--- src/hdl/status_out_pkg.sv ---
// Constants and carrier types for the servo status-output block.
// Assumes a single 125 MHz clock and a synchronous active-low reset.
// Contract
// Machine position is encoder position minus offset
// Offset applies only after encoder power-on command
// Offset signed, +-1073741823, default 0, immediate
// Fault output closed normally, open on error
// Fault-clear command clears latched fault
// Warning output closed while warning present
// Rotation output closed when speed at/above level
// Rotation level 1..10000 rpm, default 20, immediate
// Conditions evaluated each cycle, outputs next cycle
package status_out_pkg;
   // =====================================================
   // Setting limits and reset values
   // =====================================================
   localparam logic signed [31:0] OFFSET_MAX   = 32'sh3fffffff;
   localparam logic signed [31:0] OFFSET_MIN   = -32'sh3fffffff;
   localparam logic signed [31:0] OFFSET_RESET = 32'sh00000000;
   localparam logic [13:0]        LEVEL_MIN    = 14'h0001;
   localparam logic [13:0]        LEVEL_MAX    = 14'h2710;
   localparam logic [13:0]        LEVEL_RESET  = 14'h0014;

   // =====================================================
   // Carriers
   // =====================================================
   typedef struct packed {
      logic encoder_power_on_cmd; // Encoder power-on command pulse
      logic fault_clear_cmd;      // Clear latched fault (alarm) pulse
   } link_cmd_t;

   typedef struct packed {
      logic fault_output;           // 1 = closed (normal)
      logic warn_output;            // 1 = closed (warning)
      logic rotation_detect_output; // 1 = closed (rotating)
   } status_pins_t;

   // Pin levels after reset: fault closed, warning and rotation open
   localparam status_pins_t PINS_RESET = 3'h4;
endpackage

--- src/hdl/servo_status_outputs.sv ---
// Fault, warning and rotation-detect outputs plus origin offset.
// Assumes fault and warning conditions and motor speed come from
// logic on the same clock; commands are one-cycle pulses.
`timescale 1ns/1ps
module servo_status_outputs
(
   input  wire logic                      sys_clk_in,    // 125 MHz clock
   input  wire logic                      nrst_in,       // Sync reset, active low
   input  wire status_out_pkg::link_cmd_t cmd_in,        // Link command pulses
   input  wire logic                      fault_cond_in, // Error detected
   input  wire logic                      warn_cond_in,  // Warning present
   input  wire logic [15:0]               speed_in,      // |speed| in rpm
   input  wire logic [13:0]               level_in,      // Rotation level setting
   input  wire logic signed [31:0]        offset_in,     // Origin offset setting
   input  wire logic signed [31:0]        enc_pos_in,    // Encoder position
   output status_out_pkg::status_pins_t   pins_out,      // Discrete outputs
   output logic                           offset_on_out, // Offset in effect
   output logic signed [31:0]             mach_pos_out   // Machine position
);
   import status_out_pkg::*;

   typedef struct packed {
      logic               fault_latch;
      logic               pwr_seen;
      logic signed [31:0] offset_eff;
      status_pins_t       pins;
   } sso_state_t;

   sso_state_t         st_q;
   sso_state_t         st_d;
   logic [13:0]        level_c;
   logic signed [31:0] offset_c;

   // =====================================================
   // Setting clamps
   // =====================================================
   // Out-of-range settings saturate to the legal span
   always_comb
   begin
      if (level_in < LEVEL_MIN)
         level_c = LEVEL_MIN;
      else if (level_in > LEVEL_MAX)
         level_c = LEVEL_MAX;
      else
         level_c = level_in;
      if (offset_in > OFFSET_MAX)
         offset_c = OFFSET_MAX;
      else if (offset_in < OFFSET_MIN)
         offset_c = OFFSET_MIN;
      else
         offset_c = offset_in;
   end

   // =====================================================
   // Next-state logic
   // =====================================================
   // Fault set wins over a same-cycle clear; outputs follow next cycle
   always_comb
   begin
      st_d = st_q;
      if (cmd_in.encoder_power_on_cmd)
         st_d.pwr_seen = 1'b1;
      if (fault_cond_in)
         st_d.fault_latch = 1'b1;
      else if (cmd_in.fault_clear_cmd)
         st_d.fault_latch = 1'b0;
      // Offset tracks the setting at once, but only after power-on
      st_d.offset_eff = (st_q.pwr_seen || cmd_in.encoder_power_on_cmd)
                        ? offset_c : OFFSET_RESET;
      st_d.pins.fault_output = ~(st_q.fault_latch | fault_cond_in);
      st_d.pins.warn_output  = warn_cond_in;
      st_d.pins.rotation_detect_output = (speed_in >= {2'h0, level_c});
   end

   // State register
   always_ff @(posedge sys_clk_in)
   begin
      if (!nrst_in)
      begin
         st_q.fault_latch <= 1'b0;
         st_q.pwr_seen    <= 1'b0;
         st_q.offset_eff  <= OFFSET_RESET;
         st_q.pins        <= PINS_RESET; // Fault output closed, others open
      end
      else
         st_q <= st_d;
   end

   // =====================================================
   // Outputs
   // =====================================================
   assign pins_out      = st_q.pins;
   assign offset_on_out = st_q.pwr_seen;

   // Machine coordinate stage
   offset_adder u_adder
   (
      .sys_clk_in   (sys_clk_in),
      .nrst_in      (nrst_in),
      .enc_pos_in   (enc_pos_in),
      .offset_in    (st_q.offset_eff),
      .mach_pos_out (mach_pos_out)
   );

   // =====================================================
   // Checks
   // =====================================================
   // A detected error opens the fault output one cycle later
   fault_open_a: assert property (@(posedge sys_clk_in) disable iff (!nrst_in)
      fault_cond_in |=> !pins_out.fault_output)
      else $error("fault output stayed closed on error");

   // A held latch keeps the fault output open
   fault_latch_a: assert property (@(posedge sys_clk_in) disable iff (!nrst_in)
      st_q.fault_latch |=> !pins_out.fault_output)
      else $error("fault output closed while latch set");

   // No error and no latch gives a closed fault output
   fault_closed_a: assert property (@(posedge sys_clk_in) disable iff (!nrst_in)
      (!fault_cond_in && !st_q.fault_latch) |=> pins_out.fault_output)
      else $error("fault output open in normal status");

   // An error always lands in the latch, even beside a clear
   fault_set_a: assert property (@(posedge sys_clk_in) disable iff (!nrst_in)
      fault_cond_in |=> st_q.fault_latch)
      else $error("fault latch missed an error");

   // Without a clear the latched fault stays open
   fault_hold_a: assert property (@(posedge sys_clk_in) disable iff (!nrst_in)
      fault_cond_in ##1 (!fault_cond_in && !cmd_in.fault_clear_cmd)
      |=> !pins_out.fault_output)
      else $error("fault released without clear command");

   // A clear with the cause gone closes the output again
   fault_clear_a: assert property (@(posedge sys_clk_in) disable iff (!nrst_in)
      (cmd_in.fault_clear_cmd && !fault_cond_in) ##1 !fault_cond_in
      |=> pins_out.fault_output)
      else $error("fault not cleared by command");

   // Warning output copies the condition one cycle later
   warn_follow_a: assert property (@(posedge sys_clk_in) disable iff (!nrst_in)
      ##1 pins_out.warn_output == $past(warn_cond_in))
      else $error("warning output wrong");

   // In-range level: output on at or above the level
   rot_on_a: assert property (@(posedge sys_clk_in) disable iff (!nrst_in)
      (level_in >= LEVEL_MIN && level_in <= LEVEL_MAX && speed_in >= {2'h0, level_in})
      |=> pins_out.rotation_detect_output)
      else $error("rotation output off at or above level");

   // In-range level: output off below the level
   rot_off_a: assert property (@(posedge sys_clk_in) disable iff (!nrst_in)
      (level_in >= LEVEL_MIN && level_in <= LEVEL_MAX && speed_in < {2'h0, level_in})
      |=> !pins_out.rotation_detect_output)
      else $error("rotation output on below level");

   // Any legal level is reached by the top speed setting
   rot_level_a: assert property (@(posedge sys_clk_in) disable iff (!nrst_in)
      (speed_in >= {2'h0, LEVEL_MAX}) |=> pins_out.rotation_detect_output)
      else $error("rotation output off above top level");

   // Standstill never counts as rotating
   rot_low_a: assert property (@(posedge sys_clk_in) disable iff (!nrst_in)
      (speed_in == 16'h0000) |=> !pins_out.rotation_detect_output)
      else $error("rotation output on at standstill");

   // A level below the span acts as the bottom level
   rot_floor_a: assert property (@(posedge sys_clk_in) disable iff (!nrst_in)
      (level_in < LEVEL_MIN && speed_in >= {2'h0, LEVEL_MIN})
      |=> pins_out.rotation_detect_output)
      else $error("rotation output off with low level");

   // A level above the span acts as the top level
   rot_ceil_a: assert property (@(posedge sys_clk_in) disable iff (!nrst_in)
      (level_in > LEVEL_MAX && speed_in < {2'h0, LEVEL_MAX})
      |=> !pins_out.rotation_detect_output)
      else $error("rotation output on with high level");

   // Power-on command is noted on the next cycle
   sens_set_a: assert property (@(posedge sys_clk_in) disable iff (!nrst_in)
      cmd_in.encoder_power_on_cmd |=> offset_on_out)
      else $error("power-on command not taken");

   // Power-on stays noted until reset
   sens_keep_a: assert property (@(posedge sys_clk_in) disable iff (!nrst_in)
      offset_on_out |=> offset_on_out)
      else $error("power-on state lost");

   // No offset is in effect before power-on
   offset_gate_a: assert property (@(posedge sys_clk_in) disable iff (!nrst_in)
      !offset_on_out |-> st_q.offset_eff == OFFSET_RESET)
      else $error("offset applied before power-on");

   // Before power-on the machine position is the raw encoder position
   pos_plain_a: assert property (@(posedge sys_clk_in) disable iff (!nrst_in)
      !offset_on_out |=> mach_pos_out == $past(enc_pos_in))
      else $error("machine position shifted before power-on");

   // Effective offset never leaves the legal span
   offset_range_a: assert property (@(posedge sys_clk_in) disable iff (!nrst_in)
      st_q.offset_eff <= OFFSET_MAX && st_q.offset_eff >= OFFSET_MIN)
      else $error("offset out of range");

   // An in-range setting is taken as it stands
   offset_apply_a: assert property (@(posedge sys_clk_in) disable iff (!nrst_in)
      (offset_on_out || cmd_in.encoder_power_on_cmd) && offset_in <= OFFSET_MAX
      && offset_in >= OFFSET_MIN |=> st_q.offset_eff == $past(offset_in))
      else $error("offset setting not applied");

   // A setting above the span saturates at the top
   offset_sat_hi_a: assert property (@(posedge sys_clk_in) disable iff (!nrst_in)
      (offset_on_out || cmd_in.encoder_power_on_cmd) && offset_in > OFFSET_MAX
      |=> st_q.offset_eff == OFFSET_MAX)
      else $error("offset not saturated high");

   // A setting below the span saturates at the bottom
   offset_sat_lo_a: assert property (@(posedge sys_clk_in) disable iff (!nrst_in)
      (offset_on_out || cmd_in.encoder_power_on_cmd) && offset_in < OFFSET_MIN
      |=> st_q.offset_eff == OFFSET_MIN)
      else $error("offset not saturated low");

   // A steady setting is in effect one cycle after it is seen
   offset_track_a: assert property (@(posedge sys_clk_in) disable iff (!nrst_in)
      offset_on_out ##1 $stable(offset_in) |-> st_q.offset_eff == offset_c)
      else $error("offset did not apply immediately");
endmodule // servo_status_outputs

--- src/hdl/offset_adder.sv ---
// Registered machine-coordinate adder.
// Assumes offset already clamped and gated by the caller.
`timescale 1ns/1ps
module offset_adder
(
   input  wire logic               sys_clk_in,  // 125 MHz clock
   input  wire logic               nrst_in,     // Sync reset, active low
   input  wire logic signed [31:0] enc_pos_in,  // Encoder position
   input  wire logic signed [31:0] offset_in,   // Effective offset
   output logic signed [31:0]      mach_pos_out // Machine coordinate
);
   import status_out_pkg::*;

   typedef struct packed {
      logic signed [31:0] pos;
   } add_state_t;

   add_state_t st_q;
   add_state_t st_d;

   // =====================================================
   // Position shift
   // =====================================================
   // Encoder reading X at the origin gives offset X
   always_comb
   begin
      st_d     = st_q;
      st_d.pos = enc_pos_in - offset_in;
   end

   // Register stage
   always_ff @(posedge sys_clk_in)
   begin
      if (!nrst_in)
         st_q <= '0;
      else
         st_q <= st_d;
   end

   assign mach_pos_out = st_q.pos;

   // Output is last cycle's encoder position minus offset, once out of reset
   shift_a: assert property (@(posedge sys_clk_in) disable iff (!nrst_in)
      $past(nrst_in) |-> mach_pos_out == $past(enc_pos_in) - $past(offset_in))
      else $error("machine position not encoder minus offset");
endmodule // offset_adder

--- config.mk ---
export PLATFORM = sky130hd
export DESIGN_NAME = servo_status_outputs
export DESIGN_NICKNAME = d
export VERILOG_FILES = /design/src/hdl/status_out_pkg.sv /design/src/hdl/servo_status_outputs.sv /design/src/hdl/offset_adder.sv
export SDC_FILE = /design/constraint.sdc
export NUM_CORES = 1
export LEC_CHECK = 0
export BUFFER_PORTS_ARGS = -buffer_cell sky130_fd_sc_hd__buf_2
export CORE_MARGIN = 2
export CORE_UTILIZATION = 47
export DETAILED_ROUTE_END_ITERATION = 16
export PLACE_DENSITY = 0.77
export SETUP_SLACK_MARGIN = 0.02
export SYNTH_ARGS = -nofsm -noshare
export SYNTH_HDL_FRONTEND = slang
export SYNTH_SLANG_ARGS = --single-unit
--- constraint.sdc ---
create_clock -name sys_clk_in -period 3.3 [get_ports sys_clk_in]
set_clock_uncertainty 0.1 [all_clocks]
set_input_delay 0.495 -clock sys_clk_in [delete_from_list [all_inputs] [get_ports sys_clk_in]]
set_output_delay 0.495 -clock sys_clk_in [all_outputs]
set_load 0.01 [all_outputs]
### Yosys cells after proc, flatten, opt, wreduce, memory -nomap -nowiden

Cells that the tools add are included.

* output and inout bits: 36
* bits in registers: 69
* logic and storage cells: 28

* bitwise gates (word level): 4
* order comparisons: 5
* add/sub/neg operators: 1
* reductions and logical operators: 4
* muxes and demuxes: 6

Operators with widths (number)
* > comparator 32 x 31 -> 1 bit, second input constant: 1
* less-than comparator 32 x 31 -> 1 bit, second input constant: 1
* 2-to-1 mux 32 bit: 1
* subtractor 32 bit: 1
* 2-to-1 mux 30 bit: 1
* 2-to-1 mux 14 bit: 2
* >= comparator 16 x 14 -> 1 bit: 1
* > comparator 14 bit, second input constant: 1
* less-than comparator 14 x 1 -> 1 bit, second input constant: 1
* NOT 1 bit: 3
* OR reduction 3 bit: 1
* 2-to-1 mux 1 bit: 2
* AND reduction 2 bit: 1
* nonzero test 2 bit: 1
* logical OR 1 bit: 1
* OR 1 bit: 1

### Logic depth before layout (Yosys ltp)

Gate-level depths: netlist (run 1).

* word-level depth: 4
* gate-level depth with buffers: 14

### Modules after synthesis

A second synthesis (run 1) with hierarchy kept.

* cell total of the unflattened synthesis: 547
* area total of the unflattened synthesis: 4420.5 sq um

Modules (own cells, without submodules)
* offset_adder: instances 1, cells each 353, area an instance 2711.4 sq um
* servo_status_outputs: instances 1, cells each 194, area an instance 1709.1 sq um

### Least setup slack after synthesis (run 1)

No wires, ideal clock.

* path type: input port to flip-flop
* start point: input port level_in[1]
* end point: register st_q, in the netlist pins_out[0]
* stages on the path: 14
* setup slack: 0.059 ns
* arrival time: 3.001 ns
* library setup time: 0.139 ns
* buffers on the path: 0
* cell sequence: nor4_1 > nand2b_1 > a21oi_1 > o21ai_1 > nand2_1 > o41ai_1 > ha_1 > nand2b_1 > a21o_1 > a21o_1 > a21o_1 > a21o_1 > a2111oi_0 > o32ai_1

* longest elaborated chain between the ends: 4
* elaborated cells between the ends (all ways): 5
* those cells by class: order compare: 3; mux: 2

Ends and longest elaborated chain
* from (decl): line servo_status_outputs.sv:13 `input wire logic [13:0] level_in,`
* > comparator 14 bit: line servo_status_outputs.sv:42 `else if (level_in > LEVEL_MAX)`
* 2-to-1 mux 14 bit: line servo_status_outputs.sv:42
* 2-to-1 mux 14 bit (*): line servo_status_outputs.sv:40 `if (level_in < LEVEL_MIN)`
* >= comparator 16 x 14 -> 1 bit (*): line servo_status_outputs.sv:72 `st_d.pins.rotation_detect_output = (speed_in >= {2'h0, level_c});`
* to (signal assigned): line servo_status_outputs.sv:86 `st_q <= st_d;`
* to (decl): line servo_status_outputs.sv:29 `sso_state_t st_q;`

Every way passes the cells marked *; elsewhere a longest branch is shown, timed or not.
A chain may end at the register's enable or synchronous reset.

### Worst setup path in the final report (run 1)

Same ends and word-level chain as after synthesis.

==> results of run 1 <==
-- cell families (layout without fill, tap and decap cells) --
logic type	after synthesis	in the layout
buffers and inverters	62	202
multiplexers	9	9
AO/OA/AOI/OAI	149	149
XOR/XNOR	19	19
flip-flops	69	69
adder cells (fa/ha/maj)	47	47
AND/OR/NAND/NOR	165	165
-- metal layers --
metal | track usage | wire, microns
met5 | 0 | 0
met4 | 0.0959 | 291
met3 | 0.0292 | 714
met2 | 0.373 | 5070
met1 | 0.277 | 4820
-- per-stage QoR --
stage | TNS, ns | cell area [sq um] | setup WS, ns | power [mW] | hold slack [ns]
after floorplan | 0 | 4330 | 0.0591 | 1.45 | 0.330
after global placement | -0.0330 | 5120 | -0.0330 | 1.66 | 0.341
after detailed placement | -0.214 | 5120 | -0.214 | 1.69 | 0.349
after CTS | 0 | 5310 | 0.149 | 2.38 | 0.225
after global routing | 0 | 5320 | 0.0301 | 2.51 | 0.256
final | 0 | 5320 | 0.243 | 2.36 | 0.234
-- cells in the mapped netlist, types with 6 or more instances --
library cell,instances,area (sq um)
a21oi_1,66,330
inv_1,44,165
a21o_1,19,143
and3_1,8,50.1
xor2_1,9,78.8
ha_1,46,576
nand2b_1,44,275
nand2_1,39,146
nor4_1,10,62.6
nor2_1,35,131
mux2i_1,9,90.1
o21ai_0,11,55.1
o21ai_1,6,30.0
dfxtp_1,69,1380
clkbuf_1,14,52.6
xnor2_1,10,87.6
-- worst max-delay path, delay by kind of cell --
| family | cells | cell delay, ns |
|---|---|---|
| compound gates | 9 | 1.59 |
| fa+ha+maj | 1 | 0.29 |
| buf+inv | 1 | 0.11 |
| simple gates | 4 | 0.68 |
-- power by group through the flow --
stage / clock network, mW / logic [mW] / registers, mW
final: 0.689 / 0.734 / 0.939
after global routing: 0.745 / 0.814 / 0.948
after CTS: 0.706 / 0.731 / 0.941
after detailed placement: 0 / 0.727 / 0.960
after global placement: 0 / 0.705 / 0.957
after floorplan: 0 / 0.461 / 0.990
-- final timing paths --
| kind | from | end | slack (ns) | cells past startpoint |
|---|---|---|---|---|
| max | level_in[1] | pins_out[0]$_SDFF_PN0_ | 0.24 | 15 |
| min | cmd_in[0] | st_q[36]$_SDFFE_PN0P_ | 0.23 | 2 |
| max reg2reg | st_q[3]$_SDFF_PN0_ | u_adder.mach_pos_out[30]$_SDFF_PN0_ | 0.57 | 9 |
| min reg2reg | st_q[36]$_SDFFE_PN0P_ | pins_out[2]$_SDFF_PN1_ | 0.36 | 1 |
-- cell type report --
| cell class | instances | area, sq um |
|---|---|---|
| Inverter | 44 | 165 |
| Clock buffer | 12 | 145 |
| Multi-Input combinational cell | 389 | 2710 |
| Sequential cell | 69 | 1380 |
| Clock inverter | 4 | 47.5 |
| Fill cell | 840 | 3790 |
| Tap cell | 111 | 139 |
| Timing Repair Buffer | 142 | 728 |
-- flip-flops by register name (all words and copies together) (netlist names) --
register	cells
st_q	33
pins_out	3
offset_on_out	1
u_adder.mach_pos_out	32
==> summary.txt, run 1 <==
Timing
  • Period utilization: 0.926
  • Max-Slew Margin vs Limit: 0.371
  • Slew Viols, Final: 0
  • RSZ-0062 raised after global routing: false
  • Fmax: approximately 330 MHz
  • Final Hold Fails: 0
  • Fin crit period: roughly 3 ns
  • Worst slew pin tran: between 0.9 and 1 ns
  • Final setup fails: 0

Drt
  • Final wirelength: 10900 microns
  • Via count: between 4000 and 5000
  • Vias per cell: around 5.5
  • Drt pass-1 iters: 5
  • Residual DRC count: 0
  • Detail Route Antenna Nets: 0
  • First DRT Iteration DRCs: 180
  • WL/cell: between 10 and 15 microns

Clock tree
  • H-tree Lvls: 3
  • Post-CTS setup buffer count: 0
  • TritonCTS buffer count: 9
  • CTS tree: built
  • CTS Buffer Depth: 2
  • Clock sink total: approximately 70
  • Worst-path clk slew: about 0.070 ns
  • Worst skew pair latency: 0.34 ns
  • # hold bufs at CTS: 0
  • CTS root buf: clkbuf_8
  • # resized after CTS: 0

Synth
  • Synth unique cells: just under 60
  • Post-synthesis xor/xnor area fraction: 0.0384
  • Compound-Gate Fraction of Synth Area: 0.233
  • Post-synth ARST share: 0
  • Syn_area_per_cell: between 8 and 9 sq um
  • Adder-cell share of the synthesized area: 0.138
  • Register area share after synthesis: 0.319
  • Yosys warns: 0
  • Number of synthesized flops with an enable pin: 0
  • Syn Nets: roughly 670
  • Mux share of post-synthesis cell area: 0.0208
  • Post-synthesis simple-gate area fraction: 0.194
  • Synthesized cell area: 4330 sq um
  • Predominant post-synthesis flop cell: dfxtp_1
  • Post-Synthesis Cells: 520
  • Synthesis-stage register bit count: a little under 70
  • Main combinational cell family by area after synthesis: compound AO/OA/AOI/OAI gates

Layout
  • Most used cells in the layout excluding fill and tap cells: 135 x buf_2, 69 x dfxtp_1, 66 x a21oi_1, 46 x ha_1
  • Nets: 802
  • Post-layout util: 0.584
  • Area Growth Syn to Fin: 22.9%
  • Final Instance Count excl. Fillers: 771
  • Antenna diodes: 0
  • Fraction of final layout cells sized beyond drive strength 1: 0.256
  • Leading cell type in the layout, fill and taps excluded: buf_2

Placement
  • Number of port buffers: between 100 and 150
  • Dpl cells: roughly 760
  • HPWL after detailed placement: ~8700 microns
  • GPL Wtd Cong: just under 1

Floorplan
  • Row count: 35
  • Num ports: approximately 140
  • Initial core utilization: 0.475
  • Total core area: 9110 sq um
  • Die Area: between 9000 and 10000 sq um
  • Die span in y: approximately 100 microns
  • Die Width: roughly 100 microns

Global routing
  • Largest net degree at the start of global routing: 32
  • First-pass GRT wire length: around 18000 microns
  • Vias in the first global route: around 4000
  • Initial antenna violation count: 0
  • Overall routing resource usage: 0.219
  • Remaining global-route overflow: 0

Power
  • Leak: around 2.5 nW
  • Sw power: between 0.7 and 0.8 mW
  • Clk pwr share: 0.292
  • Internal power: between 1.5 and 2 mW
  • Sw Share: 0.316
  • Combinational share of power: 0.311
  • Seq pwr share: 0.398
  • Worst VDD drop: around 0.22 mV
  • PwrDens: about 440 nW/um^2

Worst setup path
  • Worst setup SP type: primary input
  • CP Capture Type: flop
  • Critical path, cell by cell: buf_2, nor4_2, nand2b_1, a21oi_1, o21ai_1, nand2_1, o41ai_1, ha_1, nand2b_1, a21o_1, a21o_1, a21o_1, a21o_1, a2111oi_0, o32ai_1
  • Critical path data arrival time: roughly 3.2 ns
  • Crit-path slowest cell: a2111oi_0
  • Max stage delay on crit path: ~0.46 ns
  • Data required, critical path: between 3 and 4 ns
  • Max FO, Critical Path: 2
  • Crit Path Class: primary input to flop
  • Crit-path most repeated cell: a21o_1

Outcome
  • Status: finished, final reports clean

Run
  • Number of max-cap violations: 0

Hold path
  • Hold/Removal Path Class: primary input to flop
Note: power is estimated with default switching activity, not from simulation.
==> inputs of run 2 (changes only) <==
--- a/config.mk
+++ b/config.mk
@@ -5,11 +5,12 @@
 export SDC_FILE = /design/constraint.sdc
 export NUM_CORES = 1
 export LEC_CHECK = 0
+export ABC_AREA = 1
 export BUFFER_PORTS_ARGS = -buffer_cell sky130_fd_sc_hd__buf_2
 export CORE_MARGIN = 2
-export CORE_UTILIZATION = 47
+export CORE_UTILIZATION = 49
 export DETAILED_ROUTE_END_ITERATION = 16
-export PLACE_DENSITY = 0.77
+export PLACE_DENSITY = 0.78
 export SETUP_SLACK_MARGIN = 0.02
 export SYNTH_ARGS = -nofsm -noshare
 export SYNTH_HDL_FRONTEND = slang
==> summary.txt, run 2 <==
Outcome
  • Status: finished, final reports clean

Synth
  • Post-synth ARST share: 0
  • Number of synthesized flops with an enable pin: 0
  • Cell taking the most area after synthesis: dfxtp_1
  • Synthesis-stage register bit count: 69
  • Top cells by count, synth: 317 x nand2_1, 184 x inv_1, 69 x dfxtp_1
  • Predominant post-synthesis flop cell: dfxtp_1
  • Post-synth top area share: 0.262
  • Register area share after synthesis: 0.262
  • Syn_area_per_cell: approximately 6.0 sq um
  • Largest cells by area after synthesis: dfxtp_1 26%, nand2_1 23%, inv_1 13%
  • Most instantiated library cell after synthesis: nand2_1
  • Post-Synthesis Cells: slightly below 900
  • Yosys warns: 0
  • Syn Nets: between 1000 and 1500
  • Synthesized cell area: 5270 sq um
  • Synth unique cells: 34

Timing
  • Slew Viols, Final: 0
  • RSZ-0062 raised after global routing: false
  • Fin crit period: approximately 2.2 ns
  • Fmax: approximately 450 MHz
  • Final setup fails: 0
  • Final Hold Fails: 0
  • Max-Slew Margin vs Limit: 0.413
  • Setup TNS: 0 ns
  • Period utilization: 0.678
  • Worst slew pin tran: a little under 0.9 ns

Clock tree
  • TritonCTS buffer count: 9
  • CTS Buffer Depth: 2
  • Post-CTS setup buffer count: 0
  • # resized after CTS: 0
  • Worst skew pair latency: about 0.36 ns
  • Clock sink total: 69
  • # hold bufs at CTS: 0
  • CTS root buf: clkbuf_8
  • Worst-path clk slew: 0.08 ns
  • CTS tree: built
  • H-tree Lvls: 3

Floorplan
  • Die Area: between 10000 and 15000 sq um
  • Row count: 37
  • Total core area: slightly above 10000 sq um
  • Die Width: between 100 and 150 microns
  • Die span in y: roughly 110 microns
  • Initial core utilization: 0.508
  • Num ports: 136

Layout
  • Multi-input gate area: about 3100 sq um
  • Most flops, register: st_q
  • Largest register FFs: 33
  • Fill count: about 1100
  • Register area: about 1400 sq um
  • Leading cell type in the layout, fill and taps excluded: nand2_1
  • Fraction of final layout cells sized beyond drive strength 1: 0.195
  • Most used cells in the layout excluding fill and tap cells: 317 x nand2_1, 184 x inv_1, 135 x buf_2, 69 x dfxtp_1, 61 x nor2_1
  • Antenna diodes: 0
  • Area Growth Syn to Fin: 18.6%
  • Nets: 1162

Power
  • Total power: approximately 2.5 mW
  • Sw power: 0.884 mW
  • Combinational share of power: 0.333
  • Clk pwr share: 0.287
  • Internal power: 1.57 mW
  • Worst VDD drop: between 0.15 and 0.2 mV
  • Sw Share: 0.360
  • Leak: 3.85 nW
  • Seq pwr share: 0.380
  • PwrDens: roughly 390 nW/um^2

Worst setup path
  • Max FO, Critical Path: 7
  • Data required, critical path: roughly 3.5 ns
  • Crit Path Class: primary input to flop
  • Critical path data arrival time: ~2.4 ns
  • CP Capture Type: flop
  • Worst setup SP type: primary input

Run
  • Number of max-cap violations: 0

Placement
  • GPL Wtd Cong: approximately 0.87
  • Number of port buffers: 135
  • HPWL after detailed placement: 10900 microns

Drt
  • Residual DRC count: 0
  • First DRT Iteration DRCs: about 260
  • Drt pass-1 iters: 5
  • Final wirelength: 13000 microns
  • Via count: between 5000 and 6000
  • Vias per cell: around 4.7
  • Detail Route Antenna Nets: 0
  • WL/cell: about 11 microns

Global routing
  • Remaining global-route overflow: 0
  • Vias in the first global route: 5009
  • Overall routing resource usage: 0.237
  • Initial antenna violation count: 0
  • Largest net degree at the start of global routing: 34
  • First-pass GRT wire length: roughly 22000 microns

Hold path
  • Hold/Removal Path Class: primary input to flop
-- run 2: cell types whose count changed after synthesis, sizes merged, moves of 5 or more --
cell and delta:
nand2b -44, a21oi -13, xnor2 -10, o211ai -5, a21o -18, nor2 +33, nor3 +9, xor2 -8
and2 +5, mux2i -9, and3 -6, nand2 +296, inv +148, nand3 +27
-- run 2: cells by family (layout without fill, tap and decap cells) --
family	Yosys count	in the layout	share of synthesized area
xor gates and xnor gates	1	1	0.00166
adders and majority gates	47	47	0.113
DFF	69	69	0.262
and+or+nand+nor	477	477	0.388
buffers and inverters	207	345	0.152
AOI/OAI and AO/OA	81	81	0.0834
-- run 2: layout make-up --
type	instances	area share
Timing Repair Buffer	137	0.111
Multi-Input combinational cell	606	0.494
Tap cell	136	0.0272
Clock inverter	7	0.0120
Sequential cell	69	0.221
Clock buffer	9	0.0198
Inverter	192	0.115
-- run 2: path summary, 6_finish.rpt --
check        cells past startpoint                                  end             startpoint  slack [ns]
max                             15               pins_out[0]$_SDFF_PN0_            level_in[7]        1.06
min                              2                st_q[36]$_SDFFE_PN0P_              cmd_in[0]        0.22
min reg2reg                      1               pins_out[2]$_SDFF_PN1_  st_q[36]$_SDFFE_PN0P_        0.36
max reg2reg                     10  u_adder.mach_pos_out[28]$_SDFF_PN0_     st_q[3]$_SDFF_PN0_        1.21
-- run 2: power by group through the flow --
stage                     logic (mW)  registers [mW]  clock network (mW)
final                          0.816           0.931               0.705
after global routing           0.936           0.938               0.761
after CTS                      0.813           0.931               0.720
after detailed placement       0.808           0.951                   0
after global placement         0.795           0.949                   0
after floorplan                0.534           0.977                   0
-- run 2: routing by layer --
metal	up-vias	wire [microns]	track usage
met1	2258	5930	0.307
met5	-	0	0
met2	166	5750	0.386
met3	28	937	0.0466
li1	2944	-	-
met4	0	369	0.0934
-- run 2: critical path, stage by stage --
cell and delay (ns):
buf_2 0.10, nor2_1 0.14, inv_1 0.10, nor4b_2 0.25, nand2_1 0.16, nand2_2 0.17, nand2_1 0.07, ha_1 0.31
a21oi_1 0.14, o21ai_0 0.09, o21bai_1 0.15, nand2_1 0.05, nand3_1 0.06, nand2_1 0.06, inv_1 0.04
-- run 2: per-stage QoR --
stage               std cells  hold slack, ns  cell area [sq um]   util  setup WS (ns)
floorplan                 882           0.330               5270      -           1.02
global placement         1140           0.343               6050  0.583          0.754
detailed placement       1140           0.346               6050  0.583          0.682
CTS                      1156           0.211               6250  0.602           1.05
global route             1156           0.223               6250  0.602          0.815
finish                   1156           0.217               6250  0.602           1.06
